### config.mk
export PLATFORM = sky130hd
export DESIGN_NAME = tsot_core
export DESIGN_NICKNAME = d
export VERILOG_FILES = /design/src/rtl/tsot_pkg.sv /design/src/rtl/tsot_core.sv
export VERILOG_INCLUDE_DIRS = /design/src /design/src/rtl
export SDC_FILE = /design/constraint.sdc
export NUM_CORES = 2
export LEC_CHECK = 0
export BUFFER_PORTS_ARGS = -buffer_cell sky130_fd_sc_hd__buf_4
export CORE_ASPECT_RATIO = 1.25
export CORE_UTILIZATION = 43
export CTS_BUF_LIST = sky130_fd_sc_hd__clkbuf_8 sky130_fd_sc_hd__clkbuf_16
export DETAILED_ROUTE_END_ITERATION = 7
export HOLD_SLACK_MARGIN = 0.02
export SLEW_MARGIN = 0
export SYNTH_ARGS = -nofsm -noshare
export SYNTH_HDL_FRONTEND = slang
export SYNTH_SLANG_ARGS = --single-unit
export TNS_END_PERCENT = 10
### constraint.sdc
create_clock -name mclk_i -period 42.8 [get_ports mclk_i]
set_input_delay 0 -clock mclk_i [delete_from_list [all_inputs] [get_ports mclk_i]]
set_output_delay 0 -clock mclk_i [all_outputs]
set_load 0.01 [all_outputs]
### src/rtl/tsot_regs.svh
`ifndef TSOT_REGS_SVH
`define TSOT_REGS_SVH
`define TSOT_A_CTRL 6'h00
`define TSOT_A_CMD 6'h04
`define TSOT_A_TAG 6'h08
`define TSOT_A_ABRT 6'h0C
`define TSOT_A_SW 6'h10
`define TSOT_A_ROFS 6'h14
`define TSOT_A_RCNT 6'h18
`define TSOT_A_OSEL 6'h1C
`define TSOT_A_OTAG 6'h20
`define TSOT_A_OLEN 6'h24
`define TSOT_A_OFLG 6'h28
`define TSOT_A_LIST 6'h2C
`define TSOT_F_RDOK 0
`define TSOT_F_PRO 1
`define TSOT_F_SEG 8
`define TSOT_F_CH 8
`define TSOT_F_TLEN 10
`define TSOT_F_HASD 12
`define TSOT_CTRL_RST 32'h0000_0000
`define TSOT_SW_RST 16'h0000
`define TSOT_SW_OK 16'h9000
`define TSOT_SW_MORE 16'h62F1
`define TSOT_SW_MPRO 16'h62F2
`define TSOT_SW_P1P2 16'h6A86
`define TSOT_SW_NFND 16'h6A88
`define TSOT_SW_COND 16'h6985
`define TSOT_SW_DATA 16'h6A80
`define TSOT_SW_SEC 16'h6982
`define TSOT_SW_FILE 16'h6A82
`define TSOT_TAG_LIST 8'h5C
`define TSOT_P_LO 8'h80
`define TSOT_P_HI 8'h9E
`define TSOT_C_LO 8'hA0
`define TSOT_C_HI 8'hBE
`define TSOT_P_EXT 8'h9F
`define TSOT_C_EXT 8'hBF
`define TSOT_T2_LO 8'h1F
`define TSOT_T3_LO 8'h81
`define TSOT_LAST_HI 8'h7F
`define TSOT_L1_MAX 24'h00007F
`define TSOT_L2_MAX 24'h0000FF
`define TSOT_L3_MAX 24'h00FFFF
`define TSOT_SEG_FULL 9'h100
`define TSOT_IDX_LIST 3'h4
`endif

### src/rtl/tsot_pkg.sv
package tsot_pkg;
    typedef enum logic [1:0] {
        MD_NEXT = 2'b00,
        MD_RETX = 2'b01,
        MD_FIRST = 2'b10,
        MD_RSVD = 2'b11
    } tsot_mode_t;
    typedef enum logic {
        ST_IDLE = 1'b0,
        ST_EVAL = 1'b1
    } tsot_state_t;
endpackage

### src/rtl/tsot_core.sv
// Added by the designer: the register offsets and the APB interface to the registers.
`timescale 1ns/100ps
`include "tsot_regs.svh"
module tsot_core (
    input wire logic mclk_i, // 100 MHz clock
    input wire logic rst_b_i, // Synchronous reset
    input wire logic psel_i, // APB select
    input wire logic penable_i, // APB enable
    input wire logic pwrite_i, // APB direction
    input wire logic [31:0] paddr_i, // APB address
    input wire logic [31:0] pwdata_i, // APB write data
    output logic [31:0] prdata_o, // APB read data
    output logic pready_o, // APB ready
    output logic pslverr_o, // APB error
    output logic done_o // Command finished pulse
);
    logic [31:0] ctrl_q;
    logic [15:0] cmd_q;
    logic [23:0] tag_q;
    logic [1:0] osel_q;
    logic [23:0] otag_q [4];
    logic [1:0] otl_q [4];
    logic [23:0] olen_q [4];
    logic [1:0] oflg_q [4];
    logic act_q [4];
    logic fin_q [4];
    logic pok_q [4];
    logic [2:0] idx_q [4];
    logic [24:0] ofs_q [4];
    logic [24:0] tot_q [4];
    logic [24:0] pofs_q [4];
    logic [8:0] pcnt_q [4];
    logic [15:0] sw_q;
    logic [24:0] rofs_q;
    logic [8:0] rcnt_q;
    logic [2:0] ridx_q;
    tsot_pkg::tsot_state_t st_q;
    logic pready_q;
    logic pslverr_q;
    logic [31:0] prdata_q;
    logic done_q;

    // Tag range check; a lone 9F or BF byte only opens a longer tag.
    function automatic logic tag_ok(input logic [1:0] n, input logic [23:0] t);
        logic [7:0] h;
        logic x;
        h = (n == 2'h2) ? t[15:8] : t[23:16];
        x = (h == `TSOT_P_EXT) || (h == `TSOT_C_EXT);
        case (n)
            2'h1: tag_ok = (t[7:0] >= `TSOT_P_LO && t[7:0] <= `TSOT_P_HI) ||
                           (t[7:0] >= `TSOT_C_LO && t[7:0] <= `TSOT_C_HI);
            2'h2: tag_ok = x && t[7:0] >= `TSOT_T2_LO && t[7:0] <= `TSOT_LAST_HI;
            2'h3: tag_ok = x && t[15:8] >= `TSOT_T3_LO && t[7:0] <= `TSOT_LAST_HI;
            default: tag_ok = 1'b0;
        endcase
    endfunction

    function automatic logic [2:0] der_n(input logic [23:0] v);
        if (v <= `TSOT_L1_MAX) begin
            der_n = 3'h1;
        end else if (v <= `TSOT_L2_MAX) begin
            der_n = 3'h2;
        end else if (v <= `TSOT_L3_MAX) begin
            der_n = 3'h3;
        end else begin
            der_n = 3'h4;
        end
    endfunction

    wire [5:0] a_w = paddr_i[5:0];
    wire map_w = (paddr_i[31:6] == 26'h0) && (a_w[1:0] == 2'h0) && (a_w <= `TSOT_A_LIST);
    wire acc_w = psel_i && penable_i && pready_q;
    wire wr_w = acc_w && pwrite_i && map_w;
    wire go_w = wr_w && a_w == `TSOT_A_CMD && st_q == tsot_pkg::ST_IDLE;
    wire eval_w = st_q == tsot_pkg::ST_EVAL;
    wire abrt_w = wr_w && a_w == `TSOT_A_ABRT;

    tsot_pkg::tsot_mode_t mode_w;
    assign mode_w = tsot_pkg::tsot_mode_t'(cmd_q[7:6]);
    wire [4:0] sfi_w = cmd_q[4:0];
    wire [1:0] ch_w = cmd_q[`TSOT_F_CH +: 2];
    wire [1:0] tl_w = cmd_q[`TSOT_F_TLEN +: 2];
    wire hasd_w = cmd_q[`TSOT_F_HASD];
    wire rdok_w = ctrl_q[`TSOT_F_RDOK];
    wire [8:0] segm_w = (ctrl_q[`TSOT_F_SEG +: 8] == 8'h00) ? `TSOT_SEG_FULL :
                        {1'b0, ctrl_q[`TSOT_F_SEG +: 8]};

    logic hit_w;
    logic [1:0] hidx_w;
    logic [3:0] list_n;
    always_comb begin
        hit_w = 1'b0;
        hidx_w = 2'h0;
        list_n = 4'h0;
        for (int i = 0; i < 4; i++) begin
            // Foreign unfinished writes count as allocated too.
            if (oflg_q[i] != 2'h0) begin
                list_n = list_n + {2'h0, otl_q[i]};
                if (otl_q[i] == tl_w && otag_q[i] == tag_q) begin
                    hit_w = 1'b1;
                    hidx_w = 2'(i);
                end
            end
        end
    end

    wire is_list = tl_w == 2'h1 && tag_q[7:0] == `TSOT_TAG_LIST;
    wire first_w = mode_w == tsot_pkg::MD_FIRST;
    wire [23:0] vlen_w = is_list ? {20'h0, list_n} : olen_q[hidx_w];
    wire [24:0] enc_w = {1'b0, vlen_w} + {23'h0, tl_w} + {22'h0, der_n(vlen_w)};

    wire e_p2 = mode_w == tsot_pkg::MD_RSVD || (!first_w && (sfi_w != 5'h0 || hasd_w));
    wire e_file = first_w && sfi_w != 5'h0;
    wire e_tag = first_w && (!hasd_w || (!is_list && !tag_ok(tl_w, tag_q)));
    wire e_nf = first_w && !is_list && !hit_w;
    wire e_lk = first_w && !is_list && hit_w && oflg_q[hidx_w][1];
    wire e_seq = mode_w == tsot_pkg::MD_NEXT && (!act_q[ch_w] || fin_q[ch_w]);
    wire e_rx = mode_w == tsot_pkg::MD_RETX && !pok_q[ch_w];

    wire [24:0] base_w = first_w ? 25'h0 : ofs_q[ch_w];
    wire [24:0] tot_w = first_w ? enc_w : tot_q[ch_w];
    wire [24:0] rem_w = tot_w - base_w;
    wire [8:0] seg_w = (rem_w > {16'h0, segm_w}) ? segm_w : rem_w[8:0];
    wire [24:0] nofs_w = base_w + {16'h0, seg_w};
    wire more_w = nofs_w < tot_w;
    wire [15:0] more_sw = ctrl_q[`TSOT_F_PRO] ? `TSOT_SW_MPRO : `TSOT_SW_MORE;

    // Checks are ordered so that parameter faults mask object faults.
    wire [15:0] sw_d = e_p2 ? `TSOT_SW_P1P2 :
                       e_file ? `TSOT_SW_FILE :
                       !rdok_w ? `TSOT_SW_SEC :
                       e_tag ? `TSOT_SW_DATA :
                       e_nf ? `TSOT_SW_NFND :
                       e_lk ? `TSOT_SW_COND :
                       (e_seq || e_rx) ? `TSOT_SW_P1P2 :
                       mode_w == tsot_pkg::MD_RETX ? (pofs_q[ch_w] + {16'h0, pcnt_q[ch_w]} <
                           tot_q[ch_w] ? more_sw : `TSOT_SW_OK) :
                       more_w ? more_sw : `TSOT_SW_OK;
    wire err_w = sw_d != `TSOT_SW_OK && sw_d != `TSOT_SW_MORE && sw_d != `TSOT_SW_MPRO;

    wire [31:0] rd_w =
        a_w == `TSOT_A_CTRL ? ctrl_q :
        a_w == `TSOT_A_CMD ? {16'h0, cmd_q} :
        a_w == `TSOT_A_TAG ? {8'h0, tag_q} :
        a_w == `TSOT_A_SW ? {15'h0, st_q == tsot_pkg::ST_EVAL, sw_q} :
        a_w == `TSOT_A_ROFS ? {ridx_q, 4'h0, rofs_q} :
        a_w == `TSOT_A_RCNT ? {23'h0, rcnt_q} :
        a_w == `TSOT_A_OSEL ? {30'h0, osel_q} :
        a_w == `TSOT_A_OTAG ? {6'h0, otl_q[osel_q], otag_q[osel_q]} :
        a_w == `TSOT_A_OLEN ? {8'h0, olen_q[osel_q]} :
        a_w == `TSOT_A_OFLG ? {30'h0, oflg_q[osel_q]} :
        a_w == `TSOT_A_LIST ? {28'h0, list_n} : 32'h0;

    // Ready comes one cycle into the access phase, so reads settle first.
    always_ff @(posedge mclk_i) begin
        if (!rst_b_i) begin
            pready_q <= 1'b0;
            pslverr_q <= 1'b0;
            prdata_q <= 32'h0;
        end else begin
            pready_q <= psel_i && penable_i && !pready_q;
            pslverr_q <= psel_i && penable_i && !pready_q && !map_w;
            prdata_q <= (psel_i && penable_i && !pready_q && !pwrite_i && map_w) ? rd_w : 32'h0;
        end
    end

    always_ff @(posedge mclk_i) begin
        if (!rst_b_i) begin
            ctrl_q <= `TSOT_CTRL_RST;
            cmd_q <= 16'h0;
            tag_q <= 24'h0;
            osel_q <= 2'h0;
        end else if (wr_w) begin
            if (a_w == `TSOT_A_CTRL) ctrl_q <= pwdata_i;
            if (go_w) cmd_q <= pwdata_i[15:0];
            if (a_w == `TSOT_A_TAG) tag_q <= pwdata_i[23:0];
            if (a_w == `TSOT_A_OSEL) osel_q <= pwdata_i[1:0];
        end
    end

    always_ff @(posedge mclk_i) begin
        if (!rst_b_i) begin
            for (int i = 0; i < 4; i++) begin
                otag_q[i] <= 24'h0;
                otl_q[i] <= 2'h0;
                olen_q[i] <= 24'h0;
                oflg_q[i] <= 2'h0;
            end
        end else if (wr_w) begin
            if (a_w == `TSOT_A_OTAG) begin
                otag_q[osel_q] <= pwdata_i[23:0];
                otl_q[osel_q] <= pwdata_i[25:24];
            end
            if (a_w == `TSOT_A_OLEN) olen_q[osel_q] <= pwdata_i[23:0];
            if (a_w == `TSOT_A_OFLG) oflg_q[osel_q] <= pwdata_i[1:0];
        end
    end

    always_ff @(posedge mclk_i) begin
        if (!rst_b_i) begin
            st_q <= tsot_pkg::ST_IDLE;
            done_q <= 1'b0;
        end else begin
            case (st_q)
                tsot_pkg::ST_IDLE: st_q <= go_w ? tsot_pkg::ST_EVAL : tsot_pkg::ST_IDLE;
                tsot_pkg::ST_EVAL: st_q <= tsot_pkg::ST_IDLE;
                default: st_q <= tsot_pkg::ST_IDLE;
            endcase
            done_q <= eval_w;
        end
    end

    always_ff @(posedge mclk_i) begin
        if (!rst_b_i) begin
            sw_q <= `TSOT_SW_RST;
            rofs_q <= 25'h0;
            rcnt_q <= 9'h0;
            ridx_q <= 3'h0;
        end else if (eval_w) begin
            sw_q <= sw_d;
            if (!err_w && mode_w == tsot_pkg::MD_RETX) begin
                rofs_q <= pofs_q[ch_w];
                rcnt_q <= pcnt_q[ch_w];
                ridx_q <= idx_q[ch_w];
            end else if (!err_w) begin
                rofs_q <= base_w;
                rcnt_q <= seg_w;
                ridx_q <= first_w ? (is_list ? `TSOT_IDX_LIST : {1'b0, hidx_w}) : idx_q[ch_w];
            end
        end
    end

    // Abort writes and command results never share a cycle on APB.
    always_ff @(posedge mclk_i) begin
        if (!rst_b_i) begin
            for (int i = 0; i < 4; i++) begin
                act_q[i] <= 1'b0;
                fin_q[i] <= 1'b0;
                pok_q[i] <= 1'b0;
                idx_q[i] <= 3'h0;
                ofs_q[i] <= 25'h0;
                tot_q[i] <= 25'h0;
                pofs_q[i] <= 25'h0;
                pcnt_q[i] <= 9'h0;
            end
        end else if (abrt_w) begin
            for (int i = 0; i < 4; i++) begin
                if (pwdata_i[i]) begin
                    act_q[i] <= 1'b0;
                    pok_q[i] <= 1'b0;
                end
            end
        end else if (eval_w) begin
            if (err_w) begin
                pok_q[ch_w] <= 1'b0;
            end else if (mode_w != tsot_pkg::MD_RETX) begin
                act_q[ch_w] <= 1'b1;
                fin_q[ch_w] <= !more_w;
                pok_q[ch_w] <= 1'b1;
                ofs_q[ch_w] <= nofs_w;
                tot_q[ch_w] <= tot_w;
                pofs_q[ch_w] <= base_w;
                pcnt_q[ch_w] <= seg_w;
                if (first_w) idx_q[ch_w] <= is_list ? `TSOT_IDX_LIST : {1'b0, hidx_w};
            end
        end
    end

    assign prdata_o = prdata_q;
    assign pready_o = pready_q;
    assign pslverr_o = pslverr_q;
    assign done_o = done_q;

    wire pre_ok = !e_p2 && !e_file;
endmodule

Word level (Yosys, flattened, before mapping)
Memory sizes are Yosys's and may differ from the RTL's. A register that Yosys moved wholly into a read port is not among the register bits.
Index checks and enable logic that the tools add are counted.

word-level totals
  register bits = 163
  bits in latches = 0
  memory bits (writable) = 568
  memory bits (read-only) = 0
  input bits = 69
  output and inout bits = 35
  word-level logic and storage cells = 350
  memories kept = 12

cells by class
  $add $sub $neg = 8
  $mul = 0
  div/mod/pow operators = 0
  magnitude comparators = 14
  equality and inequality tests = 33
  shift operators = 0
  muxes and demuxes = 176
  bitwise logic cells = 10
  reductions and logical operators = 84

memory list
  name         words  bits a word  rd ports  clocked after memory_dff  wr ports  line             source
  ofs_q        4      25           1         1                         4         tsot_core.sv:29  logic [24:0] ofs_q [4];
  pofs_q       4      25           1         1                         4         tsot_core.sv:31  logic [24:0] pofs_q [4];
  tot_q        4      25           1         1                         4         tsot_core.sv:30  logic [24:0] tot_q [4];
  olen_q       4      24           2         1                         4         tsot_core.sv:23  logic [23:0] olen_q [4];
  otag_q       4      24           5         1                         4         tsot_core.sv:21  logic [23:0] otag_q [4];
  pcnt_q       4      9            1         1                         4         tsot_core.sv:32  logic [8:0] pcnt_q [4];
  +6 memories  --     --           --        --                        --        --

operators with widths
  kind                                                              number
  two-way mux 25 bit                                                7
  two-way mux 16 bit                                                10
  two-way mux 32 bit                                                5
  equality test 24 bit                                              4
  two-way mux 24 bit                                                4
  two-way mux 2 bit                                                 44
  two-way mux 1 bit                                                 82
  two-way mux 26 bit                                                3
  OR reduction 25 bit                                               3
  adder 25 x 9 -> 25 bit                                            2
  < comparator 25 bit                                               2
  OR reduction 24 bit                                               2
  two-way mux 9 bit                                                 5
  logical AND 1 bit                                                 37
  != test 16 x 15 -> 1 bit, second input constant                   2
  logical NOT 26 bit                                                1
  adder 24 x 2 -> 25 bit                                            1
  adder 25 x 3 -> 25 bit                                            1
  greater-than comparator 25 x 9 -> 1 bit                           1
  subtractor 25 bit                                                 1
  equality test 6 x 5 -> 1 bit, second input constant               4
  equality test 6 bit, second input constant                        4
  >= comparator 8 bit, second input constant                        3
  less-or-equal comparator 24 x 16 -> 1 bit, second input constant  1
  35 further kinds                                                  96

Depth between registers and ports, before layout
An unclocked memory read counts as a cell.

  depth after elaboration = 42
  mapped depth = 79

Worst setup path after synthesis
No wires, ideal clock.

  path type = register to register
  start = register cmd_q[11]
  end = register sw_q[1]
  setup time = 0.058 ns
  arrival = 14.634 ns
  data required time = 42.742 ns
  slack = 28.108 ns
  stages on the path, launching flop included = 74
  period minus slack after synthesis = 14.692 ns
  cells stage by stage = dfxtp_1 -> buf_2 -> xnor2_1 -> nand4_1 -> nor4_1 -> nand2_1 -> mux2i_1 -> a211oi_1 -> a21oi_1 -> nor2_1 -> nor3_1 -> nand3_1 -> nor4_1 -> nor2_1 -> fa_1 -> ha_1 -> a21o_1 -> a21oi_1 -> [... 38 more ...] -> nand4_1 -> or3_1 -> xnor2_1 -> inv_1 -> ha_1 -> a21o_1 -> a21oi_1 -> nor2b_1 -> o21ai_0 -> nand2b_1 -> a21oi_1 -> o21ai_0 -> a21o_1 -> a221oi_1 -> mux2i_1 -> a21o_1 -> nor2_1 -> o221a_2

between the ends
  word-level cells in the longest chain between the ends = 30
  elaborated cells between the ends (all ways) = 71
  those cells by class = 4 x add/sub; 5 x order compare; 9 x eq/ne; 31 x mux; 20 x reduce/logical; 2 x memory

RTL lines
  what                                                 line              source
  from (decl)                                          tsot_core.sv:18   logic [15:0] cmd_q;
  from (signal assigned)                               tsot_core.sv:175  if (go_w) cmd_q <= pwdata_i[15:0];
  equality test 2 bit                                  tsot_core.sv:99   if (otl_q[i] == tl_w && otag_q[i] == tag_q) begin
  logical AND 1 bit                                    tsot_core.sv:99
  two-way mux 1 bit                                    tsot_core.sv:99
  two-way mux 1 bit                                    tsot_core.sv:97   if (oflg_q[i] != 2'h0) begin
  two-way mux 2 bit                                    tsot_core.sv:99
  two-way mux 2 bit                                    tsot_core.sv:97
  two-way mux 2 bit                                    tsot_core.sv:99
  two-way mux 2 bit                                    tsot_core.sv:97
  [... 7 more ...]                                     --
  two-way mux 25 bit                                   tsot_core.sv:121  wire [24:0] tot_w = first_w ? enc_w : tot_q[ch_w];
  subtractor 25 bit                                    tsot_core.sv:122  wire [24:0] rem_w = tot_w - base_w;
  greater-than comparator 25 x 9 -> 1 bit              tsot_core.sv:123  wire [8:0] seg_w = (rem_w > {16'h0, segm_w}) ? segm_w : rem_w[8:0];
  two-way mux 9 bit                                    tsot_core.sv:123
  adder 25 x 9 -> 25 bit                               tsot_core.sv:124  wire [24:0] nofs_w = base_w + {16'h0, seg_w};
  < comparator 25 bit                                  tsot_core.sv:125  wire more_w = nofs_w < tot_w;
  two-way mux 16 bit (no source line) (5 in series)    --
  two-way mux 16 bit (no source line) * (4 in series)  --
  to (signal assigned)                                 tsot_core.sv:215  sw_q <= `TSOT_SW_RST;
  to (signal assigned)                                 tsot_core.sv:220  sw_q <= sw_d;
  to (decl)                                            tsot_core.sv:33   logic [15:0] sw_q;

Every way passes the cells marked *; elsewhere a longest branch is shown, timed or not.
A chain may end at the register's enable or synchronous reset.

Worst setup path after layout
  start = register cmd_q[10]
  end = register sw_q[1]

The elaborated chain is that of the path after synthesis.

==> flow_metrics.env <==
export IMPL_status="finished clean"
export IMPL_synth_common_cells="edfxtp_1 (558), nor2_1 (514), nand2_1 (340)"
export IMPL_ys_seq_area_frac=0.520
export IMPL_drive_above_1_share=0.130
export IMPL_tns_ns=0
export IMPL_hp_class="input port to flop"
export IMPL_ios=104
export IMPL_worstHoldStart="pwdata_i[27]"
export IMPL_root_buffer="clkbuf_16"
export IMPL_antenna_left=0
export IMPL_initial_core_util=0.436
export IMPL_drt_first_pass_iters=7
export IMPL_postSynthNetCount=3772
export IMPL_grt_util_all_layers=0.289
export IMPL_synthTopCellsByArea="edfxtp_1 (43%), dfxtp_1 (8.8%), mux4_2 (8.1%)"
export IMPL_die_x_um=271
export IMPL_async_flop_share=0
export IMPL_grt_pass1_wl_um=194000
export IMPL_synth_top_cell_by_area="edfxtp_1"
export IMPL_vias=29500
export IMPL_drv_slew=0
export IMPL_synthCells=3591
export IMPL_max_stage_delay_ns=0.87
export IMPL_synth_top_area_share=0.432
export IMPL_fin_ws_ns=23.87
export IMPL_clock_skew_ns=0.0473
export IMPL_p_per_area_mw_per_mm2=36.7
export IMPL_rsz0062_at_grt="no"
export IMPL_worstMarginPinSlew_ns=1.22
export IMPL_critPathSlowestCell="a221oi_1"
export IMPL_reg2reg_depth=66
export IMPL_drv_cap=0
export IMPL_max_freq_mhz=52.8
export IMPL_drt_iter0_drc=3298
export IMPL_grt_max_degree=74
export IMPL_synth_top_family_by_area="simple AND/OR/NAND/NOR gates"
export IMPL_core_area_mm2=0.0890
export IMPL_peakVddDrop_uv=30.1
export IMPL_path_common_cell="a21oi_1"
export IMPL_num_nets_final=3831
export IMPL_cts_resized=0
export IMPL_synthMuxAreaShare=0.0923
export IMPL_path_class="flop to flop"
export IMPL_wl_um=134000
export IMPL_critPathTopFamily="simple AND/OR/NAND/NOR gates"
export IMPL_critPathMaxFanout=16
export IMPL_grt_overflow_total=0
export IMPL_die_area_mm2=0.0915
export IMPL_synth_edf_count=558
export IMPL_clockBufferDepth=3
export IMPL_startpoint_type="flop"
export IMPL_finalCritPeriodShare=0.442
export IMPL_synth_compound_area_share=0.0993
export IMPL_gp_congestion=0.990
export IMPL_syn_avg_cell_area_um2=10.8
export IMPL_synthSimpleGateAreaFrac=0.169
export IMPL_grt_pass1_vias=28600
export IMPL_clock_sinks=729
export IMPL_dp_slack_ns=24.38
export IMPL_clk_pin_slew_ns=0.06
export IMPL_post_drt_wl_per_cell_um=27.4
export IMPL_syn_area_mm2=0.0388
export IMPL_synth_fa_ha_area_frac=0.0381
export IMPL_setup_viol=0
export IMPL_ff2ff_setup_slack_ns=23.87
export IMPL_p_leak_nw=16.3
export IMPL_min_to="ctrl_q[27]"
export IMPL_p_total_mw=1.61
export IMPL_drc_errors=0
export IMPL_critPathRequiredTime_ns=43.39
export IMPL_cp_end_kind="flop"
export IMPL_synth_seq_cells=729
export IMPL_syn2layout_area_growth_pct=12.7
export IMPL_cts_tree="done"
export IMPL_arrival_ns=19.52
export IMPL_numCtsBuffers=77
export IMPL_yosysMostFrequentCell="edfxtp_1"
export IMPL_r2r_end="sw_q[1]"
export IMPL_dpl_hpwl_um=92000
export IMPL_rows=122
export IMPL_crit_buf_inv=3
export IMPL_finalCriticalPeriod_ns=18.93
export IMPL_antenna_found_initial=3
export IMPL_die_height_um=338
export IMPL_cts_htree_levels=3
export IMPL_via_per_inst=6.03
export IMPL_hold_path_cell_count=4
export IMPL_ys_types=86
export IMPL_synth_xor_area_frac=0.0409
export IMPL_hold_violations=0
export IMPL_yosys_warnings=0
export IMPL_portBuffers=103
export IMPL_slew_limit_headroom=0.189
export IMPL_insertion_delay_ns=0.66
export IMPL_postCtsSetupRepairBufs=0
export IMPL_reg2reg_from="cmd_q[10]"
export IMPL_synthFlopType="edfxtp_1"
## repair_timing
item / CTS / global route
endpoints found under the setup margin: 0 / 0
hold endpoints to repair: 304 / 0
hold buffers: 48 / 0
## metrics by stage
step           hold slack [ns]  cells  cell area (um2)   util
3_3_place_gp             0.254   4701            40700  0.458
6_report                 0.170   4892            43800  0.492
3_5_place_dp             0.260   4701            40700  0.458
2_1_floorplan            0.136   3591            38800      -
5_1_grt                  0.195   4891            43800  0.492
4_1_cts                  0.137   4891            43800  0.492
## layout by cell type, fill, tap and decap left out, types with 30 or more instances in the layout
cell	n
xnor2_1	112
edfxtp_1	558
a22oi_1	52
mux2i_1	30
a211oi_1	34
inv_1	186
and2_1	190
mux4_2	140
and3_1	44
a21o_1	31
nand2_1	333
dfxtp_1	167
a21oi_1	230
nor3_1	31
nor2_1	508
nor4_1	37
dlygate4sd3_1	48
o21ai_0	91
ha_1	103
buf_4	167
clkbuf_16	84
nand4_1	46
xor2_1	60
nand3_1	52
## layout make-up
| cell class | count | area (um2) |
|---|---|---|
| well taps | 1178 | 1470 |
| multi-input cells | 2467 | 17200 |
| flip-flops and latches | 729 | 20200 |
| inverters | 160 | 603 |
| repair buffers | 215 | 1730 |
| diodes | 1 | 2.50 |
| clock inverters | 52 | 358 |
| clock buffers | 90 | 2180 |
| fillers | 7999 | 45200 |
## cell families (layout without fill, tap and decap cells)
kind of cell	count (synthesis)	count (layout)
compound gates	605	605
xor+xnor	177	177
fa+ha+maj	113	113
buf+inv	395	517
flops	729	729
mux	181	181
other cells	0	1
simple gates	1391	1391
## layer usage
layer	global-route usage	part of all wire	vias up	wire, um
li1	-	-	13100	-
met1	0.356	0.38	14600	50700
met2	0.497	0.49	1453	65500
met3	0.0356	0.076	336	10200
met4	0.157	0.056	2	7550
met5	0	0.000090	-	12
## worst min-delay path: cells and delay by family
| family | cells | cell delay, ns |
|---|---|---|
| compound gates | 1 | 0.10 |
| buf+inv | 2 | 0.63 |
| simple gates | 1 | 0.04 |
## sequential cells by signal (all words and copies together), names as in the netlist, 2 cells and up, named ones only
name and cells:
act_q 4, cmd_q 16, ctrl_q 32, fin_q 4, idx_q 12, oflg_q 8, ofs_q 100, olen_q 96
osel_q 2, otag_q 96, otl_q 8, pcnt_q 36, pofs_q 100, pok_q 4, prdata_o 32, rcnt_q 9
ridx_q 3, rofs_q 25, sw_q 10, tag_q 24, tot_q 100
## report_power, final
part,internal (mW),total [mW],switching [mW]
sequential,0.784,0.796,0.0117
clock,0.388,0.677,0.289
combinational,0.0486,0.134,0.0858
total,1.22,1.61,0.387
## how the worst max path moves through the flow
stage          slack (ns)       from  depth (start not counted)  endpoint
4_1_cts             24.31  cmd_q[10]                         68   sw_q[1]
3_3_place_gp        24.62  cmd_q[10]                         71   sw_q[1]
2_1_floorplan       28.11  cmd_q[11]                         73   sw_q[1]
5_1_grt             22.66  cmd_q[10]                         73   sw_q[1]
6_report            23.87  cmd_q[10]                         66   sw_q[1]
3_5_place_dp        24.38  cmd_q[10]                         68   sw_q[1]
No activity file was read; power rests on OpenSTA's default activity.
